$ cat src/logic/door_drv_pkg.sv
// constants shared by the serial control bank and its pin synchroniser
// assumes a single 125 MHz core clock; all timing counts derive from it
package door_drv_pkg;
    localparam int CLK_NS = 8;
    localparam int FRAME_BITS = 24;
    localparam logic [4:0] FRAME_LEN = 5'h18;
    localparam logic [4:0] CNT_MAX = 5'h1f;

    // control word bit positions
    localparam int SEL_BIT = 0;
    localparam int ENABLE_BIT = 23;
    localparam int CLEAR_BIT = 22;
    localparam int DUTY_BIT = 21;
    localparam int RECOV_DIS_BIT = 20;
    localparam int MON_HI_BIT = 19;
    localparam int MON_LO_BIT = 18;

    // status word bit positions
    localparam int ST_ALWAYS_BIT = 23;
    localparam int ST_OV_BIT = 22;
    localparam int ST_UV_BIT = 21;
    localparam int ST_SHUT_BIT = 20;
    localparam int ST_WARN_BIT = 19;
    localparam int ST_NRDY_BIT = 18;
    localparam int ST_NOERR_BIT = 0;

    // driver index -> control/status position:
    // 0/1 bridge a lower/upper, 2/3 bridge b, 4/5 bridge c, 6 high side a, 7 high side b, 8 high side power
    localparam int NUM_DRV = 9;
    localparam int NUM_BRIDGE = 3;
    localparam int DRV_POS [NUM_DRV] = '{1, 2, 3, 4, 5, 6, 14, 15, 17};
    // recovery enable positions in control word 1, only the high-side drivers have one
    localparam logic [8:0] REC_AVAIL = 9'h1c0;
    localparam int REC_POS [NUM_DRV] = '{0, 0, 0, 0, 0, 0, 19, 20, 22};

    // overcurrent retry pulsing
    localparam int RETRY_PERIOD_NS = 8000;
    localparam int DUTY_LOW_PCT = 12;
    localparam int DUTY_HIGH_PCT = 25;
    localparam int RETRY_CYCLES = RETRY_PERIOD_NS / CLK_NS;
    localparam logic [15:0] RETRY_LAST = 16'(RETRY_CYCLES - 1);
    localparam logic [15:0] ON_LOW = 16'(RETRY_CYCLES * DUTY_LOW_PCT / 100);
    localparam logic [15:0] ON_HIGH = 16'(RETRY_CYCLES * DUTY_HIGH_PCT / 100);

    // charge-pump settling after leaving standby
    localparam int SETTLE_TIME_NS = 50000;
    localparam int SETTLE_CYCLES_DEF = (SETTLE_TIME_NS + CLK_NS - 1) / CLK_NS;

    // synchroniser lane layout
    localparam int SYNC_W = 18;
    localparam int L_SCLK = 0;
    localparam int L_CSN = 1;
    localparam int L_DI = 2;
    localparam int L_PA = 3;
    localparam int L_PB = 4;
    localparam int L_OC = 5;
    localparam int L_OV = 14;
    localparam int L_UV = 15;
    localparam int L_SHUT = 16;
    localparam int L_WARN = 17;
    localparam logic [SYNC_W-1:0] SYNC_INIT = 18'h00002;
endpackage

$ cat src/logic/pin_sync.sv
// three-stage synchroniser for a bundle of asynchronous pins
// assumes pins are static for several core clocks between changes
`timescale 1ns/1ps
module pin_sync
    import door_drv_pkg::*;
#(
    parameter int W = 1,
    parameter logic [W-1:0] INIT = '0
) (
    input wire logic clk_i,
    input wire logic rstn_i,
    input wire logic [W-1:0] pins_i,
    output logic [W-1:0] level_o
);
    typedef struct packed {
        logic [W-1:0] s1;
        logic [W-1:0] s2;
        logic [W-1:0] s3;
        logic [W-1:0] lvl;
    } sync_t;

    sync_t s;
    sync_t next_s;

    // a change is taken only once the second and third stage agree
    always_comb begin
        next_s.s1 = pins_i;
        next_s.s2 = s.s1;
        next_s.s3 = s.s2;
        next_s.lvl = (~(s.s2 ^ s.s3) & s.s2) | ((s.s2 ^ s.s3) & s.lvl);
    end

    always_ff @(posedge clk_i) begin
        if (!rstn_i) begin
            s <= {INIT, INIT, INIT, INIT};
        end else begin
            s <= next_s;
        end
    end

    assign level_o = s.lvl;
endmodule

$ cat src/logic/door_drv_bank.sv
// serial control word / status word bank of a load driver, core clock domain
// assumes serial pins and fault comparators are asynchronous and slow vs clk_i
`timescale 1ns/1ps
module door_drv_bank
    import door_drv_pkg::*;
#(
    parameter int SETTLE_CYCLES = SETTLE_CYCLES_DEF
) (
    input wire logic clk_i,
    input wire logic rstn_i,
    input wire logic sclk_i,
    input wire logic chip_select_n_i,
    input wire logic serial_in_i,
    input wire logic pulse_input_a_i,
    input wire logic pulse_input_b_i,
    input wire logic [8:0] gate_enable_i,
    input wire logic [8:0] gate_source_b_i,
    input wire logic [8:0] overcurrent_i,
    input wire logic overvoltage_i,
    input wire logic undervoltage_i,
    input wire logic thermal_shutdown_i,
    input wire logic thermal_warning_i,
    output logic serial_out_o,
    output logic serial_out_oe_n_o,
    output logic [8:0] drive_o,
    output logic [1:0] monitor_sel_o
);
    typedef struct packed {
        logic sclk_q;
        logic csn_q;
        logic [23:0] rx;
        logic [4:0] cnt;
        logic loaded;
        logic [23:0] tx;
        logic [23:0] ctrl0;
        logic [23:0] ctrl1;
        logic active;
        logic nrdy;
        logic [15:0] settle;
        logic [15:0] retry;
        logic ov;
        logic uv;
        logic shut;
        logic warn;
        logic [8:0] oc;
        logic [8:0] drive;
        logic [1:0] mon;
        logic do_bit;
        logic do_oe_n;
    } state_t;

    state_t s;
    state_t next_s;
    logic [SYNC_W-1:0] lvl;
    logic sclk_rise;
    logic sclk_fall;
    logic csn_fall;
    logic csn_rise;
    logic commit;
    logic clear_st;
    logic no_error;
    logic on_window;
    logic supply_block;
    logic [8:0] oc_in;
    logic [23:0] st0;
    logic [23:0] st1;

    pin_sync #(
        .W(SYNC_W),
        .INIT(SYNC_INIT)
    ) u_sync (
        .clk_i(clk_i),
        .rstn_i(rstn_i),
        .pins_i({thermal_warning_i, thermal_shutdown_i, undervoltage_i, overvoltage_i, overcurrent_i,
                 pulse_input_b_i, pulse_input_a_i, serial_in_i, chip_select_n_i, sclk_i}),
        .level_o(lvl)
    );

    assign oc_in = lvl[L_OC +: NUM_DRV];
    assign sclk_rise = lvl[L_SCLK] & ~s.sclk_q;
    assign sclk_fall = ~lvl[L_SCLK] & s.sclk_q;
    assign csn_fall = ~lvl[L_CSN] & s.csn_q;
    assign csn_rise = lvl[L_CSN] & ~s.csn_q;
    assign commit = csn_rise && (s.cnt == FRAME_LEN);
    // clear bit only has that meaning in control word 0
    assign clear_st = commit && !s.rx[SEL_BIT] && s.rx[CLEAR_BIT];
    assign no_error = ~|{s.ov, s.uv, s.shut, s.warn, s.nrdy, s.oc};
    assign on_window = s.retry < (s.ctrl0[DUTY_BIT] ? ON_HIGH : ON_LOW);
    // live supply fault always blocks; latched one blocks only with recovery disabled
    assign supply_block = lvl[L_OV] | lvl[L_UV] | (s.ctrl0[RECOV_DIS_BIT] & (s.ov | s.uv));

    // status words; unused positions stay zero
    always_comb begin
        st0 = '0;
        st0[ST_ALWAYS_BIT] = 1'b1;
        st0[ST_OV_BIT] = s.ov;
        st0[ST_UV_BIT] = s.uv;
        st0[ST_SHUT_BIT] = s.shut;
        st0[ST_WARN_BIT] = s.warn;
        st0[ST_NRDY_BIT] = s.nrdy;
        st0[ST_NOERR_BIT] = no_error;
        for (int i = 0; i < NUM_DRV; i++) begin
            st0[DRV_POS[i]] = s.oc[i];
        end
        // open-load diagnostics are not modelled, their positions read zero
        st1 = '0;
        st1[23:18] = st0[23:18];
        st1[ST_NOERR_BIT] = no_error;
    end

    always_comb begin
        logic [8:0] want;
        logic pulse;
        logic rec;
        want = '0;
        pulse = 1'b0;
        rec = 1'b0;
        next_s = s;
        next_s.sclk_q = lvl[L_SCLK];
        next_s.csn_q = lvl[L_CSN];

        // serial shifting, lsb first
        if (csn_fall) begin
            next_s.cnt = '0;
            next_s.loaded = 1'b0;
            next_s.tx = st0;
        end
        if (sclk_rise && !s.csn_q) begin
            next_s.rx = {lvl[L_DI], s.rx[FRAME_BITS-1:1]};
            next_s.cnt = (s.cnt == CNT_MAX) ? s.cnt : s.cnt + 5'h01;
            if (!s.loaded) begin
                next_s.tx = lvl[L_DI] ? st1 : st0;
                next_s.loaded = 1'b1;
            end
        end
        if (sclk_fall && !s.csn_q && s.loaded) begin
            next_s.tx = {1'b0, s.tx[FRAME_BITS-1:1]};
        end
        next_s.do_bit = next_s.tx[0];
        next_s.do_oe_n = lvl[L_CSN];

        // sticky faults, a new event beats a clear in the same cycle
        next_s.ov = (s.ov & ~clear_st) | lvl[L_OV];
        next_s.uv = (s.uv & ~clear_st) | lvl[L_UV];
        next_s.shut = (s.shut & ~clear_st) | lvl[L_SHUT];
        next_s.warn = (s.warn & ~clear_st) | lvl[L_WARN];
        next_s.oc = (s.oc & ~{NUM_DRV{clear_st}}) | (oc_in & s.drive);

        // settling timer
        if (s.nrdy) begin
            if (s.settle == '0) begin
                next_s.nrdy = 1'b0;
            end else begin
                next_s.settle = s.settle - 16'h0001;
            end
        end

        // committed frame
        if (commit) begin
            if (!s.rx[ENABLE_BIT]) begin
                // standby wipes both words and the status bits; ov, uv, shut and warn reload from their live pins
                next_s.active = 1'b0;
                next_s.nrdy = 1'b0;
                next_s.ctrl0 = '0;
                next_s.ctrl1 = '0;
                next_s.ov = lvl[L_OV];
                next_s.uv = lvl[L_UV];
                next_s.shut = lvl[L_SHUT];
                next_s.warn = lvl[L_WARN];
                next_s.oc = '0;
            end else begin
                if (s.rx[SEL_BIT]) begin
                    next_s.ctrl1 = s.rx;
                end else begin
                    next_s.ctrl0 = s.rx;
                end
                next_s.active = 1'b1;
                if (!s.active) begin
                    next_s.nrdy = 1'b1;
                    next_s.settle = 16'(SETTLE_CYCLES - 1);
                end
            end
        end

        // retry period runs freely, one phase shared by all drivers
        next_s.retry = (s.retry == RETRY_LAST) ? '0 : s.retry + 16'h0001;

        // output enables
        for (int i = 0; i < NUM_DRV; i++) begin
            pulse = gate_source_b_i[i] ? lvl[L_PB] : lvl[L_PA];
            rec = REC_AVAIL[i] & s.ctrl1[REC_POS[i]];
            want[i] = s.ctrl0[DRV_POS[i]]
                & (~gate_enable_i[i] | pulse)
                & ~(s.oc[i] & ~(rec & on_window))
                & ~oc_in[i];
        end
        for (int b = 0; b < NUM_BRIDGE; b++) begin
            if (want[2*b] && want[2*b+1]) begin
                want[2*b +: 2] = 2'b00;
            end
        end
        if (!s.active || s.nrdy || s.shut || lvl[L_SHUT] || supply_block) begin
            want = '0;
        end
        next_s.drive = want;
        next_s.mon = s.ctrl0[MON_HI_BIT:MON_LO_BIT];
    end

    always_ff @(posedge clk_i) begin
        if (!rstn_i) begin
            s <= '0;
            s.sclk_q <= 1'b0;
            s.csn_q <= 1'b1;
            s.do_oe_n <= 1'b1;
        end else begin
            s <= next_s;
        end
    end

    assign serial_out_o = s.do_bit;
    assign serial_out_oe_n_o = s.do_oe_n;
    assign drive_o = s.drive;
    assign monitor_sel_o = s.mon;
endmodule

$ cat config.mk
export PLATFORM = sky130hd
export DESIGN_NAME = door_drv_bank
export DESIGN_NICKNAME = d
export VERILOG_FILES = /design/src/logic/door_drv_pkg.sv /design/src/logic/pin_sync.sv /design/src/logic/door_drv_bank.sv
export SDC_FILE = /design/constraint.sdc
export NUM_CORES = 1
export LEC_CHECK = 0
export BUFFER_PORTS_ARGS = -buffer_cell sky130_fd_sc_hd__buf_2
export CAP_MARGIN = 25
export CORE_UTILIZATION = 60
export DETAILED_ROUTE_END_ITERATION = 16
export PLACE_DENSITY = 0.79
export SYNTH_ARGS = -nofsm -noshare
export SYNTH_HDL_FRONTEND = slang
export SYNTH_SLANG_ARGS = --single-unit
$ cat constraint.sdc
create_clock -name clk_i -period 4.95 [get_ports clk_i]
set_input_delay 0.2475 -clock clk_i [delete_from_list [all_inputs] [get_ports clk_i]]
set_output_delay 0.2475 -clock clk_i [all_outputs]
set_load 0.01 [all_outputs]
Word-level counts from Yosys, hierarchy flattened:

Index checks and enable logic that the tools add are counted.

* add/subtract/negate cells: 3
* $mul: 0
* div/mod/pow operators: 0
* $lt $le $gt $ge: 1
* equality and inequality tests: 6
* shift-type cells: 0
* muxes and demuxes: 27
* bitwise gates (word level): 103
* reduce and logical (&&, ||, !) cells: 29

Operators with widths (number)
* two-way mux 30 bit: 2
* two-way mux 17 bit: 3
* two-way mux 48 bit: 1
* bitwise AND 1 bit: 42
* bitwise AND 18 bit: 2
* NOT 1 bit: 36
* two-way mux 16 bit: 2
* two-way mux 13 bit: 2
* two-way mux 25 bit: 1
* two-way mux 24 bit: 1
* two-way mux 23 bit: 1
* two-way mux 22 bit: 1
* bitwise AND 9 bit: 2
* two-way mux 18 bit: 1
* NOT 18 bit: 1
* bitwise OR 18 bit: 1
* XOR 18 bit: 1
* adder 16 x 1 -> 16 bit (second input constant): 1
* equality test 16 x 10 -> 1 bit (second input constant): 1
* zero test 16 bit: 1
* < comparator 16 x 8 -> 1 bit: 1
* bitwise OR 1 bit: 16
* subtractor 16 x 1 -> 16 bit (second input constant): 1
* OR reduction 14 bit: 1
* other kinds (15): 47

* flip-flop bits (word level): 232
* latch bits: 0
* RAM bits: 0
* bits in read-only memories: 0
* input bits: 38
* output and inout port bits: 13
* logic and storage cells: 197
* memories kept: 0

Logic depth before layout (Yosys ltp):

* depth after elaboration: 10
* gate-level depth with buffers: 7
* gate-level depth less buffers: 7

Cells and area by module:

A second synthesis with hierarchy kept.

* cells, all modules: 876
* area, all modules: 7981.4 µm²

By module, submodules not included
* door_drv_bank: instances 1, cells each 669, area each 5721.7 µm², seq. area each 2602.5 µm²
* pin_sync: instances 1, cells each 207, area each 2259.7 µm², seq. area each 1441.4 µm²

Worst setup path after synthesis:

OpenSTA, ideal clock, no wires.

* path type: register to register
* start: register s[42] (netlist name)
* end: register s[56] (netlist name)
* setup time: 0.121 ns
* data arrival time: 1.940 ns
* data required time: 4.829 ns
* slack: 2.890 ns
* stages on the path, launching flop included: 8
* buffers on the path: 1
* period minus slack after synthesis: 2.060 ns
* path through: dfxtp_1 inv_1 ha_1 or3b_2 buf_2 nor4_4 nor3_1 mux2_2

* longest elaborated chain between the ends: 6
* elaborated cells on any way between the ends: 7
* those cells by class: 1 x add/sub; 5 x mux; 1 x reduce/logical

Ends and longest elaborated chain
* from (decl): RTL line door_drv_bank.sv:52 `state_t s;`
* from (signal assigned): RTL line door_drv_bank.sv:216 `s <= next_s;`
* subtractor 16 x 1 -> 16 bit / zero test 16 bit (equally long branches): RTL line door_drv_bank.sv:154, door_drv_bank.sv:151
* two-way mux 16 bit *: RTL line door_drv_bank.sv:151 `if (s.settle == '0) begin`
* two-way mux 17 bit *: RTL line door_drv_bank.sv:150 `if (s.nrdy) begin`
* two-way mux 17 bit: RTL line door_drv_bank.sv:178 `if (!s.active) begin`
* two-way mux 16 bit: RTL line door_drv_bank.sv:160 `if (!s.rx[ENABLE_BIT]) begin`
* two-way mux 17 bit *: RTL line door_drv_bank.sv:159 `if (commit) begin`

Every way passes the cells marked *; elsewhere a longest branch is shown, timed or not.
A chain may end at the register's enable or synchronous reset.

Worst setup path in the final report:

* start: register s[133] (netlist name)
* end: register s, in the netlist next_s[3]

* longest elaborated chain between the ends: 3

Ends and longest elaborated chain
* equality test 5 bit: RTL line door_drv_bank.sv:84 `assign commit = csn_rise && (s.cnt == FRAME_LEN);`
* logical AND 1 bit: RTL line door_drv_bank.sv:84
* AND reduction 2 bit (no line)

Every way passes these cells.

==> results.tsv <==
stage	metric	value	unit
outcome	outcome	finished clean	
yosys	distinct cell type count after synthesis	57	
sta	Slew HR	30.8	%
floorplanning	FP Rows	41	
route	drt wl/cell	15.8	um
setup_path	Data required, critical path	5370	ps
sta	fin crit period	2520	ps
yosys	Mapped Cells	832	
finish	Ant. Diodes	0	
finish	fin nets	923	
yosys	top-area cell type share of the netlist area	52.5	%
yosys	Main synth FF type	dfxtp_1	
setup_path	Worst path max stage delay	1020	ps
sta	final-report max-slew violation count	0	
setup_path	endpoint class of the critical path	flip-flop	
yosys	XOR/XNOR share of the synthesized area	2.05	%
floorplanning	IO Pins	51	
clocking	post-cts resize count	0	
sta	setup TNS	0	ps
sta	Setup-failing EPs final	0	
floorplanning	die area	13300	um^2
route	via count	6083	
grt	gr usage total	26.2	%
setup_path	Worst Path Arrival	2940	ps
clocking	clock sinks	202	
route	Initial DRC Count	536	
sta	clk_skew	14.5	ps
clocking	clock-pin slew of the registers on the worst-case setup and hold paths	60	ps
sta	Final Cycle Share	50.9	%
floorplanning	height of the chip	115	um
floorplanning	initial core utilization	61.3	%
route	DR pass1 iterations	5	
grt	initial antenna violation count	0	
yosys	syn avg cell area	9.25	um^2
clocking	H-tree levels	1	
yosys	Synthesis Warnings	0	
yosys	top cells by area, synth	dfxtp_1 (53%), nand2_1 (5.5%), and2_1 (4.4%)	
place	RePlAce Congestion	0.865	
place	PortBufs	50	
floorplanning	die width	115	um
clocking	CTS buffer count	21	
grt	total gr overflow	0	
pwr	P_leak	3.25	nW
yosys	simple-gate share of the synthesized area	21.8	%
yosys	Post-Synth Adder-Cell Area	1.14	%
finish	P&R area growth vs syn	15.1	%
yosys	commonest cells in the netlist	dfxtp_1 (202), nand2_1 (112), a21oi_1 (61)	
floorplanning	core area	12600	um^2
yosys	Synth Register Bits	202	
setup_path	CP startpoint kind	flip-flop	
clocking	Post-CTS Setup Inserts	0	
yosys	Async SR Flop Fraction	0	%
setup_path	Setup CP Type	flip-flop to flip-flop	
route	antenna-violating nets left	0	
min_path	Hold WC Path Type	input port to flip-flop	
pwr	Peak VDD IR	0.353	mV
setup_path	critical path's slowest cell	nor4b_1	
yosys	cell area after synthesis	7700	um^2
sta	final hold vios	0	
yosys	Mapped Nets	877	
yosys	Synth Area in Compound Gates	15.0	%
route	DRC violation count after routing	0	
clocking	TritonCTS clock tree	done	
sta	RSZ-0062 raised after global routing	false	
yosys	EDFF count, synth	0	
setup_path	cells along the critical path	inv_1 > ha_1 > nand4bb_1 > nor4b_1 > a22oi_1 > nor2_1	
grt	pin count of the biggest net entering global routing	71	
clocking	Clock Tree Buf Depth	3	
yosys	post-synth top area cell	dfxtp_1	
grt	vias in the first global route	5737	
setup_path	maximum fanout along the worst path	14	
sta	Max Clock Freq	397	MHz
finish	Util after Layout	70.5	%
yosys	multiplexer share of the synthesized area	3.01	%
clocking	CTS Root Cell	clkbuf_16	
flow_run	Max Cap Viol	0	
route	drt via density	5.72	
clocking	number of hold buffers added after cts	20	
yosys	main combinational cell family by area after synthesis	simple AND/OR/NAND/NOR gates	
yosys	count leader, synth	dfxtp_1	
pwr	power per cell area	378	nW/um^2
yosys	Seq/Total Area, Yosys	52.5	%
grt	global-route wire length before repair	27700	um
finish	layout cell share with drive strength beyond 1	11.4	%
place	DPL Wire Length	10600	um
route	Routed Wire Length	16900	um
clocking	clock latency on the worst-skew pair	490	ps
sta	worst slew pin tran	1040	ps
## metal layers
layer	share of wire (%)	GRT usage, %	routed length, um
met5	0	0	0
met2	50	46.6	8420
met1	43	32.9	7240
met3	4.0	3.32	667
met4	3.2	8.83	543
## flip-flops by register name, indices dropped and copies added (netlist names), named ones only
| signal | count |
|---|---|
| drive_o | 9 |
| u_sync.next_s | 36 |
| next_s | 2 |
| monitor_sel_o | 2 |
| u_sync.s | 18 |
| s | 117 |
## worst max-delay path: cells and delay by family, from the launching register on
family          cells  cell delay [ps]
fa+ha+maj           1              180
simple gates        3             1680
flops               1              340
buf+inv             1              100
compound gates      1              170
## kinds of logic (layout without fill, tap and decap cells)
kind of cell	after synthesis	in the layout
xor gates and xnor gates	18	18
muxes	23	23
DFF	202	202
AOI/OAI and AO/OA	178	178
adders and majority gates	7	7
and+or+nand+nor	328	328
buffers and inverters	76	136
## through the flow
step	power, mW	instance area [um^2]	worst slack [ps]	hold WS (ps)	std cells
3_3_place_gp	1.76	7950	2190	414	1007
4_1_cts	3.36	8860	2450	61.7	1064
2_1_floorplan	1.73	7700	2890	349	832
6_report	3.35	8860	2430	70.5	1064
5_1_grt	3.44	8860	2110	85.5	1064
3_5_place_dp	1.76	7950	2050	421	1007
## power breakdown
part | internal, mW | switching [mW] | leakage (nW) | total [mW]
Clock | 0.997 | 0.612 | 0.352 | 1.61
Combinational | 0.0376 | 0.0429 | 1.26 | 0.0805
Sequential | 1.65 | 0.0107 | 1.64 | 1.66
Total | 2.68 | 0.665 | 3.25 | 3.35
## path summary, 6_finish.rpt
path,startpoint,endpoint,slack (ps),cells past startpoint
worst min-delay path,gate_enable_i[1],drive_o[1],70,4
worst min register to register,u_sync.next_s[52],u_sync.next_s[34],430,1
worst max register to register,s[133],next_s[3],2430,6
worst max-delay path,s[133],next_s[3],2430,6
## cells in the final DEF (no fill, tap or decap), drive strengths merged, types with 3 or more instances in the layout
cell type    count
nor4            12
o41ai           10
or2              3
nor2b            5
a31oi            7
mux2i           22
and2            54
or4             11
o21ai           41
a2111oi          4
xnor2           13
a32o             9
nor2            56
nor3b            8
nand2b          10
dlygate4sd3     20
a22o            12
dfxtp          202
or3              7
buf             55
xor2             5
nand2          112
a22oi           15
o21a             3
o31ai            9
a21oi           61
ha               7
nand4            7
clkinv           3
clkbuf          30
bufinv           3
inv             25
nor3            10
nand3           20
## cell type report
type | instances | area [um^2]
sequential | 202 | 4040
fill | 934 | 3700
multi-input combinational | 554 | 3310
clock buffer | 30 | 599
timing repair buffer | 75 | 488
tap | 172 | 215
clock inverter | 7 | 114
inverter | 24 | 90.1
Note: power is estimated with default switching activity, not from simulation.
